==> src/verilog/cfm_defines.svh <==
// constants of the core feature registers and the fixed segment map
// assumes inclusion by bare name from the design file
`ifndef CFM_DEFINES_SVH
`define CFM_DEFINES_SVH

// coprocessor register number and selects
`define CFM_REG_NUM 5'h10
`define CFM_SEL_ONE 3'h1
`define CFM_SEL_THREE 3'h3
`define CFM_SEL_FIVE 3'h5

// select-1 field positions
`define CFM_C1_NEXT_PRESENT 31
`define CFM_C1_PERF 4
`define CFM_C1_WATCH 3
`define CFM_C1_COMPRESSED 2
`define CFM_C1_DEBUG 1
`define CFM_C1_FLOAT 0

// select-3 field positions
`define CFM_C3_NEXT_PRESENT 31
`define CFM_C3_IRQ_LEVEL_W 21
`define CFM_C3_ISA_REV 18
`define CFM_C3_MICRO_ASE 17
`define CFM_C3_EXC_ENTRY 16
`define CFM_C3_ISA_AVAIL 14
`define CFM_C3_USER_LOCAL 13
`define CFM_C3_READ_EXEC 12
`define CFM_C3_FLOW_TRACE 8
`define CFM_C3_EXT_IRQ 6
`define CFM_C3_VEC_IRQ 5
`define CFM_C3_SMALL_PAGE 4
`define CFM_C3_DEV_MAP 3
`define CFM_C3_TRACE 0

// select-5 field positions
`define CFM_C5_NESTED_FAULT 0

// multi-bit field values
`define CFM_IRQ_LEVEL_W_CODE 2'h1
`define CFM_ISA_REV_CODE 3'h0
`define CFM_ISA_AVAIL_CODE 2'h1

// reset value of the error level flag
`define CFM_ERL_RESET 1'h1

// segment codes in virtual bits 31:29
`define CFM_SEG_PHYS 3'h0
`define CFM_SEG_LOW 3'h4
`define CFM_SEG_HIGH 3'h5

// physical region windows
`define CFM_DRAM_BASE 32'h0000_0000
`define CFM_PFLASH_BASE 32'h0400_0000
`define CFM_BFLASH_BASE 32'h0800_0000
`define CFM_PERIPH_BASE 32'h0C00_0000
`define CFM_WIN_BITS 24

`endif

==> src/verilog/cfm_pkg.sv <==
// types shared by the core feature register and segment map block
// assumes the defines header is on the include path
package cfm_pkg;

    typedef enum logic [2:0] {
        cfm_rgn_none,
        cfm_rgn_pflash,
        cfm_rgn_dram,
        cfm_rgn_bflash,
        cfm_rgn_periph
    } cfm_region_t;

    typedef struct packed {
        logic en;
        logic [4:0] num;
        logic [2:0] sel;
    } cfm_cp0_sel_t;

    typedef struct packed {
        logic valid;
        logic fault;
        logic fetch;
        cfm_region_t region;
        logic [31:0] paddr;
    } cfm_map_t;

endpackage
==> src/verilog/cfm_core_cfg.sv <==
// core feature registers (selects 1, 3, 5) and fixed segment translation
// assumes the coprocessor read/write strobes and cpu requests are one-cycle
// pulses synchronous to clock_in; the status register lives elsewhere
//
// Functional notes
// - select-1 bit 31 reads one, announcing the select-2 register.
// - select-1 bits 30 to 5 read zero.
// - select-1 reports perf counters and debug port present, others absent.
// - select-3 interrupt level width code 01, eight-bit priority fields.
// - select-3 instruction set code 01, compact isa revision 000.
// - select-3 bit 16 set; exceptions enter in compact instruction set.
// - select-3 micro ase, user local, read-exec inhibit set; flow trace clear.
// - select-3 external interrupt controller and vectored interrupts supported.
// - select-3 small pages clear, device memory map set, trace clear.
// - select-3 bit 31 and unimplemented bits read zero.
// - select-5 bit 0 nested fault set, all else zero.
// - one 4-Gbyte virtual space, every address naming at most one resource.
// - two 512-Mbyte segments mapped by the fixed translation unit.
// - flash and ram via both segments; boot flash, peripherals high only.
// - error level flag set on reset, soft reset or nmi.
// - flag set gives physical addressing at low addresses; cleared restores the virtual map.
// - instruction fetch from data ram is permitted.
// - other bus masters use physical addresses, untranslated.
`include "cfm_defines.svh"
`timescale 1ns/10ps
`default_nettype none

module cfm_core_cfg #(
    parameter logic [31:0] DRAM_BASE = `CFM_DRAM_BASE,
    parameter logic [31:0] PFLASH_BASE = `CFM_PFLASH_BASE,
    parameter logic [31:0] BFLASH_BASE = `CFM_BFLASH_BASE,
    parameter logic [31:0] PERIPH_BASE = `CFM_PERIPH_BASE,
    parameter int WIN_BITS = `CFM_WIN_BITS
) (
    // clock and reset
    input wire logic clock_in,
    input wire logic rst_in,
    // coprocessor register read
    input wire cfm_pkg::cfm_cp0_sel_t rd_sel_in,
    output var logic [31:0] rd_data_out,
    output var logic rd_hit_out,
    // coprocessor register write
    input wire cfm_pkg::cfm_cp0_sel_t wr_sel_in,
    output var logic wr_hit_out,
    // error level control
    input wire logic soft_reset_in,
    input wire logic nmi_in,
    input wire logic erl_clear_in,
    output var logic erl_out,
    // cpu translation
    input wire logic cpu_req_in,
    input wire logic cpu_fetch_in,
    input wire logic [31:0] cpu_vaddr_in,
    output var cfm_pkg::cfm_map_t cpu_map_out,
    // other bus masters
    input wire logic dma_req_in,
    input wire logic [31:0] dma_addr_in,
    output var cfm_pkg::cfm_map_t dma_map_out
);

    // ************************************************************
    // elaboration checks
    // ************************************************************
    // windows must sit inside the 512-Mbyte physical space
    if (WIN_BITS < 1 || WIN_BITS > 29) begin : g_bad_win
        $error("window width out of range");
    end

    // ************************************************************
    // fixed feature values
    // ************************************************************
    logic [31:0] feat_one;
    logic [31:0] feat_three;
    logic [31:0] feat_five;

    always_comb begin
        feat_one = 32'h0000_0000;
        feat_one[`CFM_C1_NEXT_PRESENT] = 1'h1;
        feat_one[`CFM_C1_PERF] = 1'h1;
        feat_one[`CFM_C1_WATCH] = 1'h0;
        feat_one[`CFM_C1_COMPRESSED] = 1'h0;
        feat_one[`CFM_C1_DEBUG] = 1'h1;
        feat_one[`CFM_C1_FLOAT] = 1'h0;
    end

    always_comb begin
        feat_three = 32'h0000_0000;
        feat_three[`CFM_C3_NEXT_PRESENT] = 1'h0;
        feat_three[`CFM_C3_IRQ_LEVEL_W +: 2] = `CFM_IRQ_LEVEL_W_CODE;
        feat_three[`CFM_C3_ISA_REV +: 3] = `CFM_ISA_REV_CODE;
        feat_three[`CFM_C3_ISA_AVAIL +: 2] = `CFM_ISA_AVAIL_CODE;
        // exception vectors are entered in the compact set
        feat_three[`CFM_C3_EXC_ENTRY] = 1'h1;
        feat_three[`CFM_C3_MICRO_ASE] = 1'h1;
        feat_three[`CFM_C3_USER_LOCAL] = 1'h1;
        feat_three[`CFM_C3_READ_EXEC] = 1'h1;
        feat_three[`CFM_C3_FLOW_TRACE] = 1'h0;
        feat_three[`CFM_C3_EXT_IRQ] = 1'h1;
        feat_three[`CFM_C3_VEC_IRQ] = 1'h1;
        feat_three[`CFM_C3_SMALL_PAGE] = 1'h0;
        feat_three[`CFM_C3_DEV_MAP] = 1'h1;
        feat_three[`CFM_C3_TRACE] = 1'h0;
    end

    always_comb begin
        feat_five = 32'h0000_0000;
        feat_five[`CFM_C5_NESTED_FAULT] = 1'h1;
    end

    // ************************************************************
    // coprocessor read and write
    // ************************************************************
    logic rd_mine;
    logic [31:0] next_rd_data;

    assign rd_mine = rd_sel_in.en && rd_sel_in.num == `CFM_REG_NUM;

    always_comb begin
        next_rd_data = 32'h0000_0000;
        if (rd_mine) begin
            case (rd_sel_in.sel)
                `CFM_SEL_ONE: next_rd_data = feat_one;
                `CFM_SEL_THREE: next_rd_data = feat_three;
                `CFM_SEL_FIVE: next_rd_data = feat_five;
                default: next_rd_data = 32'h0000_0000;
            endcase
        end
    end

    // selects 0 and 2 belong to another block, so no hit is claimed
    always_ff @(posedge clock_in) begin
        if (rst_in) begin
            rd_data_out <= 32'h0000_0000;
            rd_hit_out <= 1'h0;
        end else begin
            rd_data_out <= next_rd_data;
            rd_hit_out <= rd_mine && (rd_sel_in.sel == `CFM_SEL_ONE ||
                rd_sel_in.sel == `CFM_SEL_THREE || rd_sel_in.sel == `CFM_SEL_FIVE);
        end
    end

    // writes are acknowledged and dropped; no storage exists to change
    always_ff @(posedge clock_in) begin
        if (rst_in) begin
            wr_hit_out <= 1'h0;
        end else begin
            wr_hit_out <= wr_sel_in.en && wr_sel_in.num == `CFM_REG_NUM &&
                (wr_sel_in.sel == `CFM_SEL_ONE || wr_sel_in.sel == `CFM_SEL_THREE ||
                wr_sel_in.sel == `CFM_SEL_FIVE);
        end
    end

    // ************************************************************
    // error level flag
    // ************************************************************
    // set beats clear so an nmi during the clear is never lost
    always_ff @(posedge clock_in) begin
        if (rst_in) begin
            erl_out <= `CFM_ERL_RESET;
        end else if (soft_reset_in || nmi_in) begin
            erl_out <= 1'h1;
        end else if (erl_clear_in) begin
            erl_out <= 1'h0;
        end
    end

    // ************************************************************
    // physical region decode
    // ************************************************************
    function automatic cfm_pkg::cfm_region_t region_of(input logic [31:0] pa);
        logic [31:0] top;
        top = pa >> WIN_BITS;
        if (top == (DRAM_BASE >> WIN_BITS)) begin
            region_of = cfm_pkg::cfm_rgn_dram;
        end else if (top == (PFLASH_BASE >> WIN_BITS)) begin
            region_of = cfm_pkg::cfm_rgn_pflash;
        end else if (top == (BFLASH_BASE >> WIN_BITS)) begin
            region_of = cfm_pkg::cfm_rgn_bflash;
        end else if (top == (PERIPH_BASE >> WIN_BITS)) begin
            region_of = cfm_pkg::cfm_rgn_periph;
        end else begin
            region_of = cfm_pkg::cfm_rgn_none;
        end
    endfunction

    // ************************************************************
    // cpu fixed translation
    // ************************************************************
    // each 32-bit address names one location in a 4-Gbyte space
    cfm_pkg::cfm_map_t next_cpu_map;
    logic [2:0] seg;
    logic [31:0] seg_off;

    assign seg = cpu_vaddr_in[31:29];
    assign seg_off = {3'h0, cpu_vaddr_in[28:0]};

    always_comb begin
        next_cpu_map = '0;
        next_cpu_map.valid = cpu_req_in;
        // fetch carries no restriction, data ram is executable
        next_cpu_map.fetch = cpu_fetch_in;
        next_cpu_map.paddr = seg_off;
        if (erl_out && seg == `CFM_SEG_PHYS) begin
            // flag set: low addresses reach physical space directly
            next_cpu_map.paddr = cpu_vaddr_in;
            next_cpu_map.region = region_of(cpu_vaddr_in);
            next_cpu_map.fault = next_cpu_map.region == cfm_pkg::cfm_rgn_none;
        end else begin
            next_cpu_map.region = region_of(seg_off);
            case (seg)
                `CFM_SEG_LOW: begin
                    // boot flash and peripherals are high-window only
                    next_cpu_map.fault = next_cpu_map.region == cfm_pkg::cfm_rgn_none ||
                        next_cpu_map.region == cfm_pkg::cfm_rgn_bflash ||
                        next_cpu_map.region == cfm_pkg::cfm_rgn_periph;
                end
                `CFM_SEG_HIGH: begin
                    next_cpu_map.fault = next_cpu_map.region == cfm_pkg::cfm_rgn_none;
                end
                default: begin
                    // outside both 512-Mbyte windows nothing is mapped
                    next_cpu_map.fault = 1'h1;
                    next_cpu_map.region = cfm_pkg::cfm_rgn_none;
                end
            endcase
        end
        if (!cpu_req_in) begin
            next_cpu_map = '0;
        end
    end

    always_ff @(posedge clock_in) begin
        if (rst_in) begin
            cpu_map_out <= '0;
        end else begin
            cpu_map_out <= next_cpu_map;
        end
    end

    // ************************************************************
    // other masters, physical pass-through
    // ************************************************************
    cfm_pkg::cfm_map_t next_dma_map;

    always_comb begin
        next_dma_map = '0;
        if (dma_req_in) begin
            next_dma_map.valid = 1'h1;
            next_dma_map.paddr = dma_addr_in;
            next_dma_map.region = region_of(dma_addr_in);
            next_dma_map.fault = next_dma_map.region == cfm_pkg::cfm_rgn_none;
        end
    end

    always_ff @(posedge clock_in) begin
        if (rst_in) begin
            dma_map_out <= '0;
        end else begin
            dma_map_out <= next_dma_map;
        end
    end

    logic rd_one;
    logic rd_three;
    logic rd_five;

    assign rd_one = rd_mine && rd_sel_in.sel == `CFM_SEL_ONE;
    assign rd_three = rd_mine && rd_sel_in.sel == `CFM_SEL_THREE;
    assign rd_five = rd_mine && rd_sel_in.sel == `CFM_SEL_FIVE;
endmodule

`default_nettype wire

==> config.mk <==
export PLATFORM = sky130hd
export DESIGN_NAME = cfm_core_cfg
export DESIGN_NICKNAME = d
export VERILOG_FILES = /design/src/verilog/cfm_pkg.sv /design/src/verilog/cfm_core_cfg.sv
export VERILOG_INCLUDE_DIRS = /design/src /design/src/verilog
export SDC_FILE = /design/constraint.sdc
export NUM_CORES = 1
export LEC_CHECK = 0
export ABC_AREA = 1
export BUFFER_PORTS_ARGS = -buffer_cell sky130_fd_sc_hd__buf_4
export CORE_ASPECT_RATIO = 0.7
export CORE_UTILIZATION = 39
export DETAILED_ROUTE_END_ITERATION = 16
export GPL_TIMING_DRIVEN = 0
export PLACE_DENSITY = 0.88
export SLEW_MARGIN = 5
export SYNTH_ARGS = -nofsm -noshare
export SYNTH_HDL_FRONTEND = slang
export SYNTH_SLANG_ARGS = --single-unit
==> constraint.sdc <==
create_clock -name clock_in -period 1 [get_ports clock_in]
set_input_delay 0.15 -clock clock_in [delete_from_list [all_inputs] [get_ports clock_in]]
set_output_delay 0.15 -clock clock_in [all_outputs]
set_load 0.03 [all_outputs]
[Word level (Yosys, flattened, before mapping)]
Index checks and enable logic that the tools add are counted.
Widths: inputs -> output; s select.
Storage, ports and cells
  output and inout port bits: 111
  register bits after elaboration: 111
Operators by class
  reduce and logical (&&, ||, !) cells: 25
  mux-type cells: 23
  equality and inequality tests: 21
  bitwise logic cells: 4
Operators by type and width (number)
  $logic_not 32->1: 3
  $pmux 32 s3: 1
  $mux 3: 17
  $mux 38: 1
  $eq 8x4->1 const B: 4
  $mux 32: 1
  $eq 8x3->1 const B: 2
  $eq 3x3->1 const B: 5
  $logic_not 3->1: 4
  $eq 5x4->1 const B: 2
  $eq 5x5->1 const B: 2
  $reduce_or 2->1: 5
  $eq 3x2->1 const B: 3
  $logic_or 1x1->1: 7
  $eq 3x1->1 const B: 2
  $eq 5x3->1 const B: 1
  $logic_and 1x1->1: 5
  $not 1->1: 4
  $reduce_or 3->1: 1
  $mux 2: 1
  $pmux 1 s2: 1
  $mux 1: 1

[Longest topological paths before layout]
Gate-level depths: netlist (run 1).
  depth after elaboration: 12
  mapped depth: 7

[Least setup slack after synthesis (run 1)]
No wires, ideal clock.
  kind: register to output
  start point: register rd_data_out[21] (netlist name)
  end point: output port rd_data_out[12]
  required time: 0.850 ns
  data arrival time: 0.837 ns
  slack: 0.013 ns
  stages on the path, launching flop included: 2
  path buffers: 1
  path through: dfxtp_1 -> buf_4
RTL lines
  to (decl): line cfm_core_cfg.sv:40  | output var logic [31:0] rd_data_out,

==> results.cfg, run 1 <==
[global_route]
antenna_found_initial = 0
grt_pass1_wl_um = 10700
grt_pass1_vias = 2403
grt_max_degree = 16
grt_usage = 0.197
overflow = 0

[timing]
fmax_mhz = 877
grt_setup_unrepaired = yes
finalCritPeriodShare = 1.14
skew_ps = 4.73
period_minus_slack_ps = 1140
setup_ws_ps = -141
finalHoldViolCount = 0
slew_viol_final = 0
setup_viol = 12
hold-worst-slack_ps = 18.4

[setup_path]
critical-path-max-stage-delay_ps = 380
crit_type = flip-flop to primary output
start_kind = flip-flop
ff2ff_path_depth = 4
critPathArrivalTime_ps = 990
cp_max_fo = 9
worstReg2RegStart = erl_out
cp-end-kind = primary output
r2r_slack_ps = 120
slowest_stage = dfxtp_4
timing.rr.end = cpu_map_out[32]
crit_required_ps = 850
crit_chain = buf_4 -> buf_6

[logic_synthesis]
avgSynthCellArea_sq_um = 8.70
synth_top_cell_by_area = dfxtp_1
synth-simple-area-share = 0.167
synthAdderAreaFrac = 0
synth_xor_area_frac = 0.00328
synth_warnings = 0
synth.area.top_cells = dfxtp_1 61%, nor2_1 11%, inv_1 10%, buf_4 9.3%, nand2_1 2.0%
yosysSeqAreaShare = 0.607
yosysTopAreaCellShare = 0.607
ys_async_sr_fraction = 0
synth_flop_cell = dfxtp_1
synthDistinctLibCells = 21
synthMuxAreaShare = 0
synth_cells = 307
ys_ff_latch = 81
synth_area_sq_um = 2670
synth_top_family_by_area = buffers and inverters
synth_edf_count = 0
synth_compound_area_frac = 0.0103

[routing]
wl_per_cell_um = 12.0
via_count = 2496
drtIter0Drc = 33
drcViolationCount = 0
first_pass_iters = 4
post_drt_via_cell_ratio = 3.96
antenna_left = 0
wl_um = 7550

[clock_network]
insertion_delay_ps = 340
cts_buffer_depth = 2
path_clk_slew_ps = 90
cts_tree = yes
cts_htree_levels = 3
clkSinkCount = 81
cts_root_buf = clkbuf_8
cts_made_buffers = 9

[die]
start_util = 0.415
io_pins = 201
die-area_sq_um = 7190
rows = 24
coreArea_sq_um = 6430
die_x_um = 101
die_h_um = 71.2

[finish]
layout_common_cells = 154 x buf_4, 79 x nor2_1, 73 x inv_1, 63 x buf_6, 51 x dfxtp_1
drive_above_1_share = 0.499
fin_nets = 624
syn_to_final_growth_pct = 80.2
antenna_cells = 0
utilization = 0.749
final_common_cell = buf_4

[min_path]
hold_end = dma_map_out[5]
worstHoldPathType = primary input to flip-flop
hold_depth = 3
min_from = dma_addr_in[5]

[placement]
dp_hpwl_um = 5470
gp_congestion = 0.738
pre_cts_ws_ps = 14.1
io_buffers = 180

[run]
max_cap_viol_count = 0

[pwr]
p_per_area_nw_per_um2 = 1410
cellLeakagePower_uw = 0.00269
irDropWorstVdd_v = 0.000768
power_uw = 6770

[outcome]
violations = negative setup slack
status = complete, but fails checks
## flip-flops by register name (all words and copies together) (netlist names)
name,flops
cpu_map_out,38
dma_map_out,37
erl_out,1
rd_data_out,3
rd_hit_out,1
wr_hit_out,1
## metrics by stage
stage          instance area [sq um]  TNS (ps)  cells
5_1_grt                         4810     -2060    630
6_report                        4810     -1370    630
3_5_place_dp                    4220         0    600
3_3_place_gp                    4220         0    600
2_1_floorplan                   2750         0    329
4_1_cts                         4640     -1600    630
## synth_stat cells (2+ instances only)
cell type   n
buf_6       3
buf_4      33
a21oi_1     2
nor3_1      3
nor2_1     79
inv_1      73
dfxtp_1    81
nand4_1     3
nand3_1     3
inv_2       2
nand2_1    14
o21ai_0     2
## worst max-delay path by stage
stage	start	to	slack [ps]	depth (start not counted)
2_1_floorplan	rd_data_out[21]	rd_data_out[12]	10	1
3_3_place_gp	cpu_vaddr_in[25]	cpu_map_out[32]	60	6
3_5_place_dp	cpu_vaddr_in[25]	cpu_map_out[33]	10	6
4_1_cts	rd_data_out[21]	rd_data_out[5]	-160	2
5_1_grt	rd_data_out[21]	rd_data_out[17]	-200	2
6_report	rd_data_out[21]	rd_data_out[17]	-140	2
## what timing repair did
action                     4_1_cts  5_1_grt
setup endpoints to repair       23       55
buffers inserted                 1        0
pin swaps                        0        0
resized for setup               31       61
hold buffers                    13        0
hold endpoints to repair        10        0
## cell type report
type                            count  area [sq um]
Timing Repair Buffer              194          1710
Sequential cell                    81          1660
Fill cell                         466          1620
Multi-Input combinational cell    137           568
Buffer                             36           289
Inverter                           75           282
Clock buffer                       10           138
Tap cell                           91           114
Clock inverter                      6          50.0
## cells by family after synthesis
kind of cell	Yosys count
buf+inv	111
simple gates	108
flops	81
compound gates	5
other cells	1
xor+xnor	1
## critical path, delay by kind of cell, from the launching register on
kind	cells	cell delay, ps
buf+inv	2	270
flops	1	380
## layer usage
metal / global-route usage / share of wire
met5: 0 / 0
met4: 0.0998 / 0.031
met3: 0.0644 / 0.073
met2: 0.373 / 0.55
met1: 0.193 / 0.35
## power by group
group          switching, uW  internal, uW  total, uW
Clock                   1200           995       2190
Combinational            611           572       1180
Sequential              47.9          3340       3390
Total                   1860          4910       6770
(Power assumes the default switching activity.)
==> run 2: changes to the inputs <==
--- a/config.mk
+++ b/config.mk
@@ -8,6 +8,7 @@
 export LEC_CHECK = 0
 export ABC_AREA = 1
 export BUFFER_PORTS_ARGS = -buffer_cell sky130_fd_sc_hd__buf_4
+export CAP_MARGIN = 25
 export CORE_ASPECT_RATIO = 0.7
 export CORE_UTILIZATION = 39
 export DETAILED_ROUTE_END_ITERATION = 16
==> constraint.sdc (replaced) <==
create_clock -name clock_in -period 1 [get_ports clock_in]
set_input_delay 0.15 -clock clock_in [delete_from_list [all_inputs] [get_ports clock_in]]
set_output_delay 0.15 -clock clock_in [all_outputs]
set_load 0.1 [all_outputs]
==> results.cfg, run 2 (synthesized netlist as in run 1, its figures left out) <==
[die]
coreArea_sq_um = 6430
io_pins = 201
die_h_um = 71.2
rows = 24
start_util = 0.415
die_x_um = 101
die-area_sq_um = 7190

[pwr]
sequentialPowerShare = 0.403
pwr-share-comb = 0.271
cellLeakagePower_uw = 0.00295
pwr-share-clk = 0.326
p_sw_frac = 0.332
power.switching_uw = 2850
irDropWorstVdd_v = 0.000843
p_int_uw = 5740
p_per_area_nw_per_um2 = 1480

[timing]
setup_viol = 91
setup_ws_ps = -223
fmax_mhz = 818
setup-tns-final_ps = -4010
skew_ps = 1.90
period_minus_slack_ps = 1220
slew_viol_final = 0
finalHoldViolCount = 0
grt_setup_unrepaired = yes
hold-worst-slack_ps = 15.9
finalCritPeriodShare = 1.22

[setup_path]
cp_max_fo = 9
ff2ff_path_depth = 5
crit_required_ps = 850
crit_type = flip-flop to primary output
cp-end-kind = primary output
critPathArrivalTime_ps = 1070
start_kind = flip-flop

[run]
max_cap_viol_count = 0

[finish]
seq_area_sq_um = 1730
largest_reg_flops = 38
fill_cells = 244
reg_top3 = cpu_map_out x38, dma_map_out x37, rd_data_out x3
syn_to_final_growth_pct = 117
top_register = cpu_map_out
utilization = 0.902
layout_common_cells = 120 x buf_4, 90 x buf_12, 78 x nor2_1, 77 x dfxtp_2, 72 x inv_1
antenna_cells = 0
multiInputGateArea_sq_um = 577
fin_nets = 618
final_common_cell = buf_4
drive_above_1_share = 0.606

[clock_network]
cts_tree = yes
path_clk_slew_ps = 90
insertion_delay_ps = 340
clkSinkCount = 81
cts_htree_levels = 3
cts_made_buffers = 9
cts_buffer_depth = 2
cts_root_buf = clkbuf_8

[routing]
via_count = 2715
drcViolationCount = 0
wl_per_cell_um = 17.4
post_drt_via_cell_ratio = 4.35
first_pass_iters = 4
wl_um = 10900
drtIter0Drc = 93
antenna_left = 0

[outcome]
violations = negative setup slack
status = complete, but fails checks

[placement]
io_buffers = 180
pre_cts_ws_ps = 75.3
gp_congestion = 0.747
dp_hpwl_um = 5510

[global_route]
grt_usage = 0.308
grt_pass1_wl_um = 16100
antenna_found_initial = 0
grt_pass1_vias = 2865
overflow = 0
grt_max_degree = 15

[min_path]
hold_depth = 3
worstHoldPathType = primary input to flip-flop
[run 2: worst paths after layout]
path | from | end | slack (ps)
worst min-delay path | cpu_fetch_in | cpu_map_out[35] | 20
worst max-delay path | rd_data_out[21] | rd_data_out[16] | -220
worst min register to register | erl_out | erl_out | 640
worst max register to register | erl_out | cpu_map_out[32] | 50
[run 2: power groups by stage]
stage,Clock (uW),Combinational (uW),Sequential (uW)
finish,2800,2330,3460
floorplan,0,572,4330
detailed placement,0,1940,3460
global placement,0,1920,3460
CTS,2780,2260,3460
global route,2990,2400,3470
[run 2: metrics by stage]
stage               total power (uW)  instance area [sq um]  instances
floorplan                       4900                   2870        329
global placement                5380                   4340        600
detailed placement              5410                   4340        600
CTS                             8500                   5780        624
global route                    8860                   5790        624
finish                          8600                   5790        624
[run 2: layout make-up]
type | instances | share of cell area
repair buffers | 188 | 0.442
flip-flops and latches | 81 | 0.299
multi-input cells | 137 | 0.0995
plain buffers | 36 | 0.0505
inverters | 75 | 0.0486
clock buffers | 11 | 0.0263
well taps | 91 | 0.0197
clock inverters | 5 | 0.0147
[run 2: critical path, stage by stage, from the launching register on]
cell     delay (ps)
dfxtp_4         410
buf_4           140
buf_12          170
[run 2: repair_timing]
item / CTS / global route
gates resized for setup: 270 / 6
hold buffers: 7 / 0
setup buffers: 1 / 0
pin swaps: 0 / 3
endpoints found under the setup margin: 91 / 94
endpoints found under the hold margin: 6 / 0
[run 2: layer usage]
metal / wire (um) / share of wire / GRT usage
met5: 0 / 0 / 0
met4: 607 / 0.056 / 0.217
met3: 925 / 0.085 / 0.103
met2: 5640 / 0.52 / 0.566
met1: 3680 / 0.34 / 0.291
==> run 3: changes to the inputs <==
--- a/config.mk
+++ b/config.mk
@@ -9,11 +9,13 @@
 export ABC_AREA = 1
 export BUFFER_PORTS_ARGS = -buffer_cell sky130_fd_sc_hd__buf_4
 export CAP_MARGIN = 25
+export CELL_PAD_IN_SITES_DETAIL_PLACEMENT = 0
+export CELL_PAD_IN_SITES_GLOBAL_PLACEMENT = 1
 export CORE_ASPECT_RATIO = 0.7
-export CORE_UTILIZATION = 39
+export CORE_UTILIZATION = 27
 export DETAILED_ROUTE_END_ITERATION = 16
 export GPL_TIMING_DRIVEN = 0
-export PLACE_DENSITY = 0.88
+export PLACE_DENSITY = 0.9
 export SLEW_MARGIN = 5
 export SYNTH_ARGS = -nofsm -noshare
 export SYNTH_HDL_FRONTEND = slang
==> results.cfg, run 3 (synthesized netlist as in run 1, its figures left out) <==
[global_route]
grt_pass1_wl_um = 12000
grt_usage = 0.156
overflow = 0
antenna_found_initial = 0
grt_max_degree = 16
grt_pass1_vias = 2423

[timing]
setup_viol = 17
finalCritPeriodShare = 1.18
finalHoldViolCount = 0
setup_ws_ps = -184
period_minus_slack_ps = 1180
skew_ps = 0.741
grt_setup_unrepaired = yes
fmax_mhz = 844
slew_viol_final = 0

[routing]
drcViolationCount = 0
wl_um = 8020
via_count = 2446
post_drt_via_cell_ratio = 3.73
wl_per_cell_um = 12.2
drtIter0Drc = 81
antenna_left = 0
first_pass_iters = 4

[setup_path]
timing.rr.end = cpu_map_out[33]
critPathArrivalTime_ps = 1030
start_kind = flip-flop
crit_type = flip-flop to primary output
cp-end-kind = primary output
worstReg2RegStart = erl_out
ff2ff_path_depth = 4
crit_required_ps = 850
r2r_slack_ps = 100
cp_max_fo = 9

[finish]
layout_common_cells = 119 x buf_4, 90 x buf_12, 79 x nor2_1, 78 x dfxtp_2, 73 x inv_1
fin_nets = 616
final_common_cell = buf_4
top_register = cpu_map_out
fill_cells = 691
utilization = 0.629
reg_top3 = cpu_map_out x38, dma_map_out x37, rd_data_out x3
largest_reg_flops = 38
drive_above_1_share = 0.603
antenna_cells = 0
syn_to_final_growth_pct = 120

[clock_network]
cts_buffer_depth = 2
cts_made_buffers = 9
insertion_delay_ps = 320
cts_root_buf = clkbuf_16
cts_tree = yes
post_cts_buffers = 0
path_clk_slew_ps = 60
cts_htree_levels = 3
clkSinkCount = 81

[die]
die_h_um = 85.2
io_pins = 201
die_x_um = 121
start_util = 0.286
coreArea_sq_um = 9330
rows = 29
die-area_sq_um = 10300

[outcome]
status = complete, but fails checks
violations = negative setup slack

[min_path]
hold_depth = 2
min_from = rst_in
worstHoldPathType = primary input to flip-flop
hold_end = dma_map_out[37]

[pwr]
irDropWorstVdd_v = 0.000737
cellLeakagePower_uw = 0.00296
power_uw = 8830
p_per_area_nw_per_um2 = 1510

[placement]
gp_congestion = 0.729
dp_hpwl_um = 5550
io_buffers = 180

[run]
max_cap_viol_count = 0
[run 3: cell types whose count changed in the layout (fill, tap and decap cells not counted), sizes merged]
cell / delta
bufinv: -2
dlygate4sd3: -1
clkinv: +1
inv: +1
clkbuf: -1
clkinvlp: +1
buf: -1
[run 3: worst max path at each step]
stage	start	to	slack [ps]	depth (start not counted)
global placement	cpu_vaddr_in[25]	cpu_map_out[32]	-20	6
global route	rd_data_out[21]	rd_data_out[12]	-220	2
finish	rd_data_out[21]	rd_data_out[12]	-180	2
floorplan	rd_data_out[21]	rd_data_out[12]	-60	1
CTS	rd_data_out[21]	rd_data_out[17]	-200	2
detailed placement	cpu_vaddr_in[25]	cpu_map_out[33]	-30	6
[run 3: repair_timing]
action	4_1_cts	5_1_grt
hold buffers	6	0
endpoints found under the setup margin	91	93
hold endpoints to repair	5	0
gates cloned	0	0
resized for setup	271	1
[run 3: through the flow]
step	setup WS (ps)	TNS, ps	std cells	instance area [sq um]	hold slack [ps]
floorplan	-58.4	-409	329	2870	213
global placement	-16.1	-25.9	633	4380	312
detailed placement	-31.3	-59.1	633	4380	309
CTS	-197	-2200	655	5860	11.3
global route	-222	-3760	655	5860	15.6
finish	-184	-1860	655	5860	24.2
[run 3: worst max-delay path, cell delays in order (launching register included)]
cell and delay [ps]:
dfxtp_4 400, buf_4 140, buf_12 160
[run 3: cell type report]
type | count | area (sq um) | share of cell area
Timing Repair Buffer | 186 | 2540 | 0.434
Sequential cell | 81 | 1730 | 0.295
Multi-Input combinational cell | 137 | 572 | 0.0975
Buffer | 36 | 293 | 0.0499
Inverter | 75 | 282 | 0.0480
Clock buffer | 10 | 239 | 0.0408
Tap cell | 124 | 155 | 0.0265
Clock inverter | 6 | 50.0 | 0.00854
[run 3: routing by layer]
layer	wire (um)	track usage	up-vias
met3	556	0.0571	6
li1	-	-	1253
met4	93	0.0494	0
met1	3000	0.159	1079
met5	0	0	-
met2	4360	0.295	108
[run 3: report_power, final]
group          internal, uW  switching (uW)
logic                   808            1460
registers              3360             101
clock network          1770            1320
total                  5950            2880
